**src/hdl/converter_config_control_regs.vh**
```
// Register offsets, field positions and reset values of the config bank
`ifndef CONVERTER_CONFIG_CONTROL_REGS_VH
`define CONVERTER_CONFIG_CONTROL_REGS_VH

// ============================================================
// Byte addresses (one aligned word per register)
`define ADDR_MODE_SNAPSHOT 12'h018
`define ADDR_CHIP_CONTROL 12'h01C
`define ADDR_LOW_SIDE_TRIM 12'h020
`define ADDR_HIGH_SIDE_TRIM 12'h024
`define ADDR_REF_CURRENT_TRIM 12'h028
`define ADDR_SPREAD_SPECTRUM_CTL 12'h02C
`define ADDR_IRQ_STATUS 12'h040
`define ADDR_IRQ_MASK 12'h044

// ============================================================
// Mode snapshot fields
`define MODE_BURST_BIT 4
`define MODE_DISCONT_BIT 3
`define MODE_HIGH_IMP_BIT 2
`define MODE_SPREAD_BIT 1
`define MODE_DIR_BIT 0

// ============================================================
// Chip control fields
`define CTL_FAULT_BIT 2
`define CTL_RESTORE_BIT 1
`define CTL_PROTECT_BIT 0

// ============================================================
// Widths and reset values
`define TRIM7_W 7
`define TRIM5_W 5
`define SPREAD_W 5
`define RST_TRIM7 7'h00
`define RST_TRIM5 5'h00
`define RST_SPREAD 5'h00
`define RST_CTL 3'h0

// ============================================================
// Interrupt status bits
`define IRQ_W 2
`define IRQ_FAULT_BIT 0
`define IRQ_MODE_BIT 1

`endif

```
**src/hdl/converter_config_control_regs.v**
```verilog
// APB register bank of the multi-phase bidirectional converter controller
// ============================================================
// Overview of operation
// - Mode snapshot read-only, bits 7:5 reserved
// - Mode bits: burst, discontinuous, high-impedance, spread
// - Bit 0 reads 1 buck, 0 boost
// - PEC write fault sets flag; write-one clears
// - Restore bit returns read-write registers to defaults
// - Write protect drops trim and spread writes
// - Low-side trim seven-bit two's complement code
// - Low-side trim applied only in buck
// - High-side trim same seven-bit format
// - High-side trim applied only in boost
// - Reference trim five-bit, bit 4 removes base
// - Reference trim resets zero, nominal 16 uA
// - Spread control and trims reset to zero
`timescale 1ns/1ps
`include "converter_config_control_regs.vh"

module converter_config_control_regs #(
	parameter ADDR_W = 12
) (
	input wire core_clk,
	input wire sys_rst,
	input wire psel,
	input wire penable,
	input wire pwrite,
	input wire [ADDR_W-1:0] paddr,
	input wire [31:0] pwdata,
	input wire [3:0] pstrb,
	output reg [31:0] prdata,
	output wire pready,
	output wire pslverr,
	input wire burst_mode_pin,
	input wire discontinuous_conduction_pin,
	input wire high_impedance_pin,
	input wire spread_active_pin,
	input wire buck_direction_pin,
	input wire pec_error,
	output reg [`TRIM7_W-1:0] low_side_feedback,
	output reg low_side_enable,
	output reg [`TRIM7_W-1:0] high_side_feedback,
	output reg high_side_enable,
	output reg [`TRIM5_W-1:0] ref_current_pin,
	output reg [`SPREAD_W-1:0] spread_ctl,
	output reg write_protect,
	output wire irq
);

	// ============================================================
	// Pin synchronisers (two flops, first read only by second)
	reg [5:0] pin_meta;
	reg [5:0] pin_sync;
	always @(posedge core_clk) begin
		if (sys_rst) begin
			pin_meta <= 6'h00;
			pin_sync <= 6'h00;
		end else begin
			pin_meta <= {pec_error, burst_mode_pin,
				discontinuous_conduction_pin, high_impedance_pin,
				spread_active_pin, buck_direction_pin};
			pin_sync <= pin_meta;
		end
	end

	wire pec_sync = pin_sync[5];
	wire buck_mode = pin_sync[0];
	reg pec_prev;

	// Snapshot of pin-programmed modes, upper bits zero
	wire [7:0] mode_snapshot = {3'h0,
		pin_sync[4], // Burst
		pin_sync[3], // Discontinuous conduction
		pin_sync[2], // High impedance
		pin_sync[1], // Spread spectrum
		buck_mode}; // 1 buck, 0 boost

	// ============================================================
	// APB decode; single-cycle access phase, never stalls
	assign pready = 1'b1;
	assign pslverr = 1'b0;
	wire access = psel & penable;
	wire wr = access & pwrite & pstrb[0];
	wire rd = access & ~pwrite;

	function hit;
		input [ADDR_W-1:0] a;
		input [11:0] b;
		begin
			hit = (a == b[ADDR_W-1:0]);
		end
	endfunction

	// ============================================================
	// Registers
	reg comm_fault_flag;
	reg [`TRIM7_W-1:0] low_side_trim;
	reg [`TRIM7_W-1:0] high_side_trim;
	reg [`TRIM5_W-1:0] ref_current_trim;
	reg [`SPREAD_W-1:0] spread_spectrum_ctl;
	reg [`IRQ_W-1:0] irq_status;
	reg [`IRQ_W-1:0] irq_mask;
	reg [4:0] mode_prev;

	wire pec_event = pec_sync & ~pec_prev;
	wire mode_event = (mode_snapshot[4:0] != mode_prev);
	wire ctl_wr = wr & hit(paddr, `ADDR_CHIP_CONTROL);
	// Restore takes effect in the write cycle; the bit itself reads 0
	wire restore = ctl_wr & pwdata[`CTL_RESTORE_BIT];
	// Protected writes are dropped silently, no bus error
	wire trim_wr_ok = wr & ~write_protect;

	always @(posedge core_clk) begin
		if (sys_rst || restore) begin
			low_side_trim <= `RST_TRIM7;
			high_side_trim <= `RST_TRIM7;
			ref_current_trim <= `RST_TRIM5;
			spread_spectrum_ctl <= `RST_SPREAD;
			write_protect <= 1'b0;
			irq_mask <= {`IRQ_W{1'b0}};
		end else begin
			if (ctl_wr)
				write_protect <= pwdata[`CTL_PROTECT_BIT];
			if (trim_wr_ok && hit(paddr, `ADDR_LOW_SIDE_TRIM))
				low_side_trim <= pwdata[`TRIM7_W-1:0];
			if (trim_wr_ok && hit(paddr, `ADDR_HIGH_SIDE_TRIM))
				high_side_trim <= pwdata[`TRIM7_W-1:0];
			if (trim_wr_ok && hit(paddr, `ADDR_REF_CURRENT_TRIM))
				ref_current_trim <= pwdata[`TRIM5_W-1:0];
			if (trim_wr_ok && hit(paddr, `ADDR_SPREAD_SPECTRUM_CTL))
				spread_spectrum_ctl <= pwdata[`SPREAD_W-1:0];
			if (wr && hit(paddr, `ADDR_IRQ_MASK))
				irq_mask <= pwdata[`IRQ_W-1:0];
		end
	end

	// Fault flag: hardware set wins over write-one clear
	always @(posedge core_clk) begin
		if (sys_rst) begin
			comm_fault_flag <= 1'b0;
			pec_prev <= 1'b0;
			mode_prev <= 5'h00;
		end else begin
			pec_prev <= pec_sync;
			mode_prev <= mode_snapshot[4:0];
			if (pec_event)
				comm_fault_flag <= 1'b1;
			else if (ctl_wr && pwdata[`CTL_FAULT_BIT])
				comm_fault_flag <= 1'b0;
		end
	end

	// Sticky interrupt status, cleared by reading it; new event wins
	wire irq_rd = rd & hit(paddr, `ADDR_IRQ_STATUS);
	wire [`IRQ_W-1:0] irq_set = {mode_event, pec_event};
	always @(posedge core_clk) begin
		if (sys_rst)
			irq_status <= {`IRQ_W{1'b0}};
		else if (irq_rd)
			// Clear only what the read reported; a late event survives
			irq_status <= (irq_status & ~prdata[`IRQ_W-1:0]) | irq_set;
		else
			irq_status <= irq_status | irq_set;
	end
	assign irq = |(irq_status & irq_mask);

	// ============================================================
	// Read data, registered in the setup cycle
	reg [31:0] next_prdata;
	always @* begin
		next_prdata = 32'h00000000;
		if (hit(paddr, `ADDR_MODE_SNAPSHOT))
			next_prdata[7:0] = mode_snapshot;
		else if (hit(paddr, `ADDR_CHIP_CONTROL))
			next_prdata[`CTL_FAULT_BIT:0] =
				{comm_fault_flag, 1'b0, write_protect};
		else if (hit(paddr, `ADDR_LOW_SIDE_TRIM))
			next_prdata[`TRIM7_W-1:0] = low_side_trim;
		else if (hit(paddr, `ADDR_HIGH_SIDE_TRIM))
			next_prdata[`TRIM7_W-1:0] = high_side_trim;
		else if (hit(paddr, `ADDR_REF_CURRENT_TRIM))
			next_prdata[`TRIM5_W-1:0] = ref_current_trim;
		else if (hit(paddr, `ADDR_SPREAD_SPECTRUM_CTL))
			next_prdata[`SPREAD_W-1:0] = spread_spectrum_ctl;
		else if (hit(paddr, `ADDR_IRQ_STATUS))
			next_prdata[`IRQ_W-1:0] = irq_status;
		else if (hit(paddr, `ADDR_IRQ_MASK))
			next_prdata[`IRQ_W-1:0] = irq_mask;
	end

	// prdata is a register loaded from the next_prdata mux above:
	// the setup cycle loads it so it is stable in the access phase
	always @(posedge core_clk) begin
		if (sys_rst)
			prdata <= 32'h00000000;
		else if (psel && !penable && !pwrite)
			prdata <= next_prdata;
	end

	// ============================================================
	// Trim outputs toward the current DACs, enables set by direction
	always @(posedge core_clk) begin
		if (sys_rst) begin
			low_side_feedback <= {`TRIM7_W{1'b0}};
			high_side_feedback <= {`TRIM7_W{1'b0}};
			low_side_enable <= 1'b0;
			high_side_enable <= 1'b0;
			ref_current_pin <= {`TRIM5_W{1'b0}};
			spread_ctl <= {`SPREAD_W{1'b0}};
		end else begin
			low_side_feedback <= low_side_trim;
			high_side_feedback <= high_side_trim;
			low_side_enable <= buck_mode;
			high_side_enable <= ~buck_mode;
			ref_current_pin <= ref_current_trim;
			spread_ctl <= spread_spectrum_ctl;
		end
	end

endmodule // converter_config_control_regs

```
**config.mk**
```make
export PLATFORM = sky130hd
export DESIGN_NAME = converter_config_control_regs
export DESIGN_NICKNAME = d
export VERILOG_FILES = /design/src/hdl/converter_config_control_regs.v
export VERILOG_INCLUDE_DIRS = /design/src /design/src/hdl
export SDC_FILE = /design/constraint.sdc
export NUM_CORES = 1
export LEC_CHECK = 0
export BUFFER_PORTS_ARGS = -buffer_cell sky130_fd_sc_hd__buf_2
export CORE_ASPECT_RATIO = 0.5
export CORE_MARGIN = 1
export CORE_UTILIZATION = 30
export CTS_BUF_LIST = sky130_fd_sc_hd__clkbuf_16
export DETAILED_ROUTE_END_ITERATION = 10
export PLACE_DENSITY = 0.57
export SYNTH_ARGS = -nofsm -noshare
export SYNTH_HDL_FRONTEND = slang
export SYNTH_SLANG_ARGS = --single-unit
```
**constraint.sdc**
```tcl
create_clock -name core_clk -period 4.6 [get_ports core_clk]
set_input_delay 1.38 -clock core_clk [delete_from_list [all_inputs] [get_ports core_clk]]
set_output_delay 1.38 -clock core_clk [all_outputs]
set_load 0.1 [all_outputs]
```
==> flow_metrics.env, run 1 <==
export IMPL_synth_xor_area_share_pct=1.32
export IMPL_ios=121
export IMPL_grtUsageTotal_pct=14.2
export IMPL_mostFrequentLayoutCells="80 x dfxtp_1, 65 x buf_2, 47 x nor2b_1"
export IMPL_skew_ns=0.00881
export IMPL_dpl_hpwl_um=5380
export IMPL_endpoint_kind="flip-flop"
export IMPL_status="complete, no violations"
export IMPL_avgViaCountPerCell=4.54
export IMPL_rr_worst_depth=4
export IMPL_critPathMaxFanout=27
export IMPL_fin_crit_ns=3.28
export IMPL_n_antenna_cell=0
export IMPL_leakage_nw=1.75
export IMPL_final_cells=534
export IMPL_avgSynthCellArea_um2=10.2
export IMPL_clk_latency_ns=0.33
export IMPL_path_class="in2reg"
export IMPL_die_h_um=76.4
export IMPL_cts_path_max_buffers=2
export IMPL_postCtsSetupRepairBufs=0
export IMPL_wl_per_cell_um=14.1
export IMPL_cp_start_kind="primary input"
export IMPL_grt_overflow=0
export IMPL_floorplan_initialDensity_pct=31.7
export IMPL_crit_slowest_cell="a21o_1"
export IMPL_timing_fmax_mhz=305
export IMPL_die_w_um=151
export IMPL_max_cap_violations=0
export IMPL_final_area_um2=3960
export IMPL_ys_ff_latch=80
export IMPL_drtPass1Iterations=4
export IMPL_fin_crit_sh_pct=71.3
export IMPL_reg2reg_from="write_protect"
export IMPL_drt_iter0_drc=145
export IMPL_cp_top_family="simple AND/OR/NAND/NOR gates"
export IMPL_synthAdderAreaFrac_pct=0
export IMPL_grt_pass1_vias=2275
export IMPL_critPathRequiredTime_ns=4.78
export IMPL_cellPowerDensity_nw_per_um2=416
export IMPL_grt_pass1_wl_um=12300
export IMPL_postCtsHoldBufs=0
export IMPL_cp_num_buf_inv=1
export IMPL_tns_ns=0
export IMPL_slew_headroom_pct=40.5
export IMPL_arrival_ns=3.46
export IMPL_holdCritStartpoint="pin_meta[0]"
export IMPL_cts_inserted_buffers=9
export IMPL_synth_compound_area_share_pct=6.48
export IMPL_placed_cells=518
export IMPL_place_area_um2=3640
export IMPL_worst_slew_pin_transition_ns=0.893
export IMPL_mappedNetlistArea_um2=3320
export IMPL_drc=0
export IMPL_nNetsFinal=448
export IMPL_hold_path_class="reg2reg"
export IMPL_htree_levels=3
export IMPL_rows=26
export IMPL_min_path_cells=1
export IMPL_syn_inst=327
export IMPL_r2r_end="ref_current_trim[4]"
export IMPL_fp_coreArea_um2=10500
export IMPL_place_congestion=0.838
export IMPL_crit_path_max_incr_delay_ns=0.77
export IMPL_die_area_um2=11500
export IMPL_ys_seq_area_share_pct=48.2
export IMPL_power_mw=1.65
export IMPL_cts_resized=0
export IMPL_grt_max_degree=54
export IMPL_finalHoldViolCount=0
export IMPL_antenna_found_initial=0
export IMPL_reg2reg_slack_ns=3.05
export IMPL_slew_viol_final=0
export IMPL_dr_total_vias=2423
export IMPL_min_to="pin_sync[0]"
export IMPL_drive_above_1_share_pct=24.9
export IMPL_synthMuxAreaShare_pct=11.5
export IMPL_drtAntennaViolNets=0
export IMPL_synth_top_family_by_area="simple AND/OR/NAND/NOR gates"
export IMPL_setup_viol=0
export IMPL_clkTransAtPathRegs_ns=0.06
export IMPL_crit_chain="buf_2 -> or2_0 -> or4_4 -> nor3_2 -> a21o_1 -> nor2_1"
export IMPL_finalWirelength_um=7550
export IMPL_layout_commonest_cell="dfxtp_1"
export IMPL_syn2layout_area_growth_pct=19.1
export IMPL_yosys_warnings=0
export IMPL_ir_drop_mv=0.139
export IMPL_synthFlopType="dfxtp_1"
export IMPL_yosysUniqueCellTypes=53
export IMPL_synthSimpleGateAreaFrac_pct=23.7
export IMPL_async_flop_share_pct=0
export IMPL_clock_sinks=80
export IMPL_io_buffers=65
export IMPL_rsz0062_at_grt="false"
export IMPL_synth_edf_count=0
export IMPL_clock_root_buffer="clkbuf_16"
export IMPL_cts_tree="done"
[per-stage QoR]
| step | utilization [%] | setup WS (ns) | hold slack [ns] |
|---|---|---|---|
| floorplan | - | 1.75 | 0.414 |
| global placement | 34.8 | 1.01 | 0.419 |
| detailed placement | 34.8 | 1.02 | 0.420 |
| CTS | 37.8 | 1.35 | 0.435 |
| global route | 37.8 | 1.21 | 0.458 |
| finish | 37.8 | 1.32 | 0.435 |
[cells by family (layout without fill, tap and decap cells)]
logic type,Yosys count,in the layout
AND/OR/NAND/NOR,135,135
AO/OA/AOI/OAI,29,29
other,2,27
XOR/XNOR,5,5
flip-flops,80,80
multiplexers,34,34
buffers and inverters,42,84
[where the power goes]
group          switching (mW)  internal [mW]  leakage [nW]  total, mW
Combinational           0.166         0.0308         0.944      0.197
Sequential            0.00574          0.704         0.649      0.710
Clock                   0.306          0.434         0.154      0.740
Total                   0.478           1.17          1.75       1.65
[worst max-delay path by stage]
| stage | startpoint | to | slack, ns | cells after the start |
|---|---|---|---|---|
| 2_1_floorplan | paddr[9] | spread_spectrum_ctl[0] | 1.75 | 7 |
| 3_3_place_gp | paddr[9] | high_side_trim[5] | 1.01 | 6 |
| 3_5_place_dp | paddr[9] | write_protect | 1.02 | 6 |
| 4_1_cts | paddr[9] | write_protect | 1.35 | 6 |
| 5_1_grt | paddr[9] | write_protect | 1.21 | 6 |
| 6_report | paddr[9] | irq_mask[0] | 1.32 | 6 |
[layout make-up]
cell class | instances | area (um^2)
fill | 1083 | 6520
sequential | 80 | 1600
multi-input combinational | 230 | 1530
timing repair buffer | 66 | 333
clock buffer | 9 | 225
tap | 140 | 175
clock inverter | 7 | 87.6
inverter | 2 | 7.51
[synthesized netlist by cell type, types with 2 or more instances]
cell	instances	area, um^2
a211oi_1	6	45.0
a21oi_1	4	20.0
a22oi_1	3	22.5
a31oi_1	3	18.8
a32oi_1	2	17.5
and2_1	2	12.5
and3_1	2	12.5
buf_4	28	210
buf_6	3	33.8
clkbuf_1	8	30.0
conb_1	2	7.51
dfxtp_1	80	1600
inv_1	2	7.51
mux2_2	3	33.8
mux2i_1	28	280
mux4_2	3	67.6
nand2_1	4	15.0
nand2b_1	2	12.5
nand3_1	3	15.0
nand4_1	5	31.3
nand4b_1	2	17.5
nor2_1	45	169
nor2b_1	47	294
nor3_1	3	15.0
nor3_2	2	20.0
nor3b_1	2	15.0
nor4b_1	3	26.3
or4_4	2	22.5
xnor2_1	3	26.3
xor2_1	2	17.5
[registers in the layout, indices dropped and copies added, names as in the netlist, 6 cells and up]
signal	flops
prdata	7
high_side_trim	7
pin_sync	6
low_side_trim	7
high_side_feedback	7
low_side_feedback	7
pin_meta	6
[layer usage]
metal  global-route usage, %  routed length (um)  vias to the layer above
met5                       0                   0                        -
met4                    5.40                  87                        0
met3                    5.15                 571                        6
met2                    20.3                3110                       86
met1                    19.2                3780                     1134
li1                        -                   -                     1197
Power figures use the tool's default switching activity.
==> run 2, diff against run 1 <==
--- a/config.mk
+++ b/config.mk
@@ -6,6 +6,7 @@
 export SDC_FILE = /design/constraint.sdc
 export NUM_CORES = 1
 export LEC_CHECK = 0
+export ABC_AREA = 1
 export BUFFER_PORTS_ARGS = -buffer_cell sky130_fd_sc_hd__buf_2
 export CORE_ASPECT_RATIO = 0.5
 export CORE_MARGIN = 1
==> constraint.sdc (replaced) <==
create_clock -name core_clk -period 3.3 [get_ports core_clk]
set_input_delay 0.99 -clock core_clk [delete_from_list [all_inputs] [get_ports core_clk]]
set_output_delay 0.99 -clock core_clk [all_outputs]
set_load 0.1 [all_outputs]
==> run 2 against run 1 <==
Net effect: die area rose by 4.1%; largest cell class unchanged; power rose by 43%; clock skew fell by 0.0014 ns; non-clock buffer count did not move; critical path type is now reg2out; highest routed layer unchanged; routed wire length rose by 3.4%.
==> flow_metrics.env, run 2 <==
export IMPL_synth_common_cells="94 x nand2_1, 80 x dfxtp_1, 72 x nor2_1, 61 x inv_1, 27 x buf_4"
export IMPL_arrival_ns=1.33
export IMPL_clk_latency_ns=0.33
export IMPL_timing_fmax_mhz=432
export IMPL_ir_drop_mv=0.225
export IMPL_clock_sinks=80
export IMPL_drc=0
export IMPL_wl_per_cell_um=11.6
export IMPL_fin_crit_ns=2.32
export IMPL_rsz0062_at_grt="false"
export IMPL_cp_num_buf_inv=1
export IMPL_min_path_cells=2
export IMPL_tns_ns=0
export IMPL_synth_edf_count=0
export IMPL_r2r_end="high_side_trim[0]"
export IMPL_synth_area_leader_cell="dfxtp_1"
export IMPL_cts_tree="done"
export IMPL_reg2reg_from="write_protect"
export IMPL_grt_overflow=0
export IMPL_slew_viol_final=0
export IMPL_avgViaCountPerCell=4.24
export IMPL_crit_slowest_cell="buf_2"
export IMPL_min_to="pin_sync[3]"
export IMPL_fin_crit_sh_pct=70.2
export IMPL_drtAntennaViolNets=0
export IMPL_cts_path_max_buffers=2
export IMPL_syn2layout_area_growth_pct=19.8
export IMPL_holdCritStartpoint="pin_meta[3]"
export IMPL_path_class="reg2out"
export IMPL_layout_commonest_cell="nand2_1"
export IMPL_avgSynthCellArea_um2=7.55
export IMPL_clkTransAtPathRegs_ns=0.06
export IMPL_antenna_found_initial=0
export IMPL_die_h_um=77.9
export IMPL_yosysUniqueCellTypes=33
export IMPL_die_w_um=154
export IMPL_rr_worst_depth=6
export IMPL_synthFlopType="dfxtp_1"
export IMPL_postCtsHoldBufs=0
export IMPL_power_mw=2.36
export IMPL_syn_inst=458
export IMPL_place_congestion=0.806
export IMPL_drive_above_1_share_pct=22.7
export IMPL_cts_resized=0
export IMPL_hold_path_class="reg2reg"
export IMPL_dpl_hpwl_um=5860
export IMPL_ys_seq_area_share_pct=46.3
export IMPL_synth_most_common_cell="nand2_1"
export IMPL_crit_chain="a22o_1 -> buf_2"
export IMPL_finalWirelength_um=7800
export IMPL_io_buffers=65
export IMPL_critPathMaxFanout=3
export IMPL_n_antenna_cell=0
export IMPL_leakage_nw=1.82
export IMPL_grt_max_degree=30
export IMPL_nNetsFinal=583
export IMPL_ys_ff_latch=80
export IMPL_critPathRequiredTime_ns=2.31
export IMPL_htree_levels=3
export IMPL_cp_start_kind="flip-flop"
export IMPL_mostFrequentLayoutCells="94 x nand2_1, 80 x dfxtp_1, 72 x nor2_1"
export IMPL_grt_pass1_vias=2685
export IMPL_grt_pass1_wl_um=12900
export IMPL_finalHoldViolCount=0
export IMPL_drt_iter0_drc=147
export IMPL_endpoint_kind="output port"
export IMPL_cts_inserted_buffers=9
export IMPL_max_cap_violations=0
export IMPL_yosys_warnings=0
export IMPL_postCtsSetupRepairBufs=0
export IMPL_synth_top_area_share_pct=46.3
export IMPL_dr_total_vias=2861
export IMPL_cellPowerDensity_nw_per_um2=569
export IMPL_floorplan_initialDensity_pct=31.1
export IMPL_fp_coreArea_um2=11100
export IMPL_grtUsageTotal_pct=13.8
export IMPL_async_flop_share_pct=0
export IMPL_yosys_top_cells_area="dfxtp_1 46%, nand2_1 10%, nor2_1 7.8%"
export IMPL_reg2reg_slack_ns=1.96
export IMPL_die_area_um2=12000
export IMPL_cp_top_family="buffers and inverters"
export IMPL_crit_path_max_incr_delay_ns=0.42
export IMPL_clock_root_buffer="clkbuf_16"
export IMPL_drtPass1Iterations=4
export IMPL_status="complete, no violations"
export IMPL_skew_ns=0.00742
export IMPL_ios=121
export IMPL_setup_viol=0
export IMPL_rows=27
export IMPL_mappedNetlistArea_um2=3460
[run 2: cell types whose count changed in the layout (fill, tap and decap cells not counted), moves of 22 or more]
cell / previous run / this run
a21oi_1: 4 / 26
inv_1: 2 / 63
mux2i_1: 28 / 0
nand2_1: 4 / 94
nor2_1: 45 / 72
nor2b_1: 47 / 0
[run 2: routing by layer]
layer	routed length, um	vias to the layer above	track usage, %
li1	-	1494	-
met1	3760	1293	18.0
met2	3580	70	22.7
met3	433	4	3.58
met4	31	0	3.60
met5	0	-	0
[run 2: how the worst max path moves through the flow]
stage	start	end	slack, ns	cells past startpoint
final	irq_status[1]	irq	0.98	2
after global routing	irq_status[1]	irq	0.94	2
after CTS	irq_status[1]	irq	0.98	2
after detailed placement	paddr[11]	irq_status[0]	0.88	9
after global placement	paddr[11]	irq_status[0]	0.91	9
after floorplan	irq_status[1]	irq	1.22	1
[run 2: area by class of cell]
type                    count  area, um^2
inverters                  70         263
repair buffers             66         333
well taps                 145         181
multi-input cells         297        1430
fillers                  1174        6970
clock buffers               9         225
flip-flops and latches     80        1600
clock inverters             7         111
[run 2: per-stage QoR]
step | hold WS, ns | instance area [um^2] | setup slack (ns) | instances | utilization (%)
3_5_place_dp | 0.395 | 3810 | 0.883 | 658 | 34.3
3_3_place_gp | 0.390 | 3810 | 0.912 | 658 | 34.3
4_1_cts | 0.398 | 4140 | 0.979 | 674 | 37.3
5_1_grt | 0.426 | 4140 | 0.939 | 674 | 37.3
2_1_floorplan | 0.388 | 3550 | 1.22 | 483 | -
6_report | 0.397 | 4140 | 0.983 | 674 | 37.3
[run 2: tightest hold or removal path: stages, from the launching register on]
cell     delay (ns)
dfxtp_1        0.29
inv_1          0.04
nor2_1         0.03
[run 2: cell families after synthesis]
family	after synthesis	share of synthesized area [%]
flip-flops	80	46.3
buffers and inverters	106	15.1
other	2	0.217
XOR/XNOR	1	0.253
AND/OR/NAND/NOR	209	27.7
AO/OA/AOI/OAI	60	10.4
[run 2: power breakdown]
group          internal (mW)  switching (mW)  total [mW]
registers              0.981         0.00807       0.989
clock network          0.735           0.376        1.11
logic                 0.0333           0.227       0.260
total                   1.75           0.611        2.36
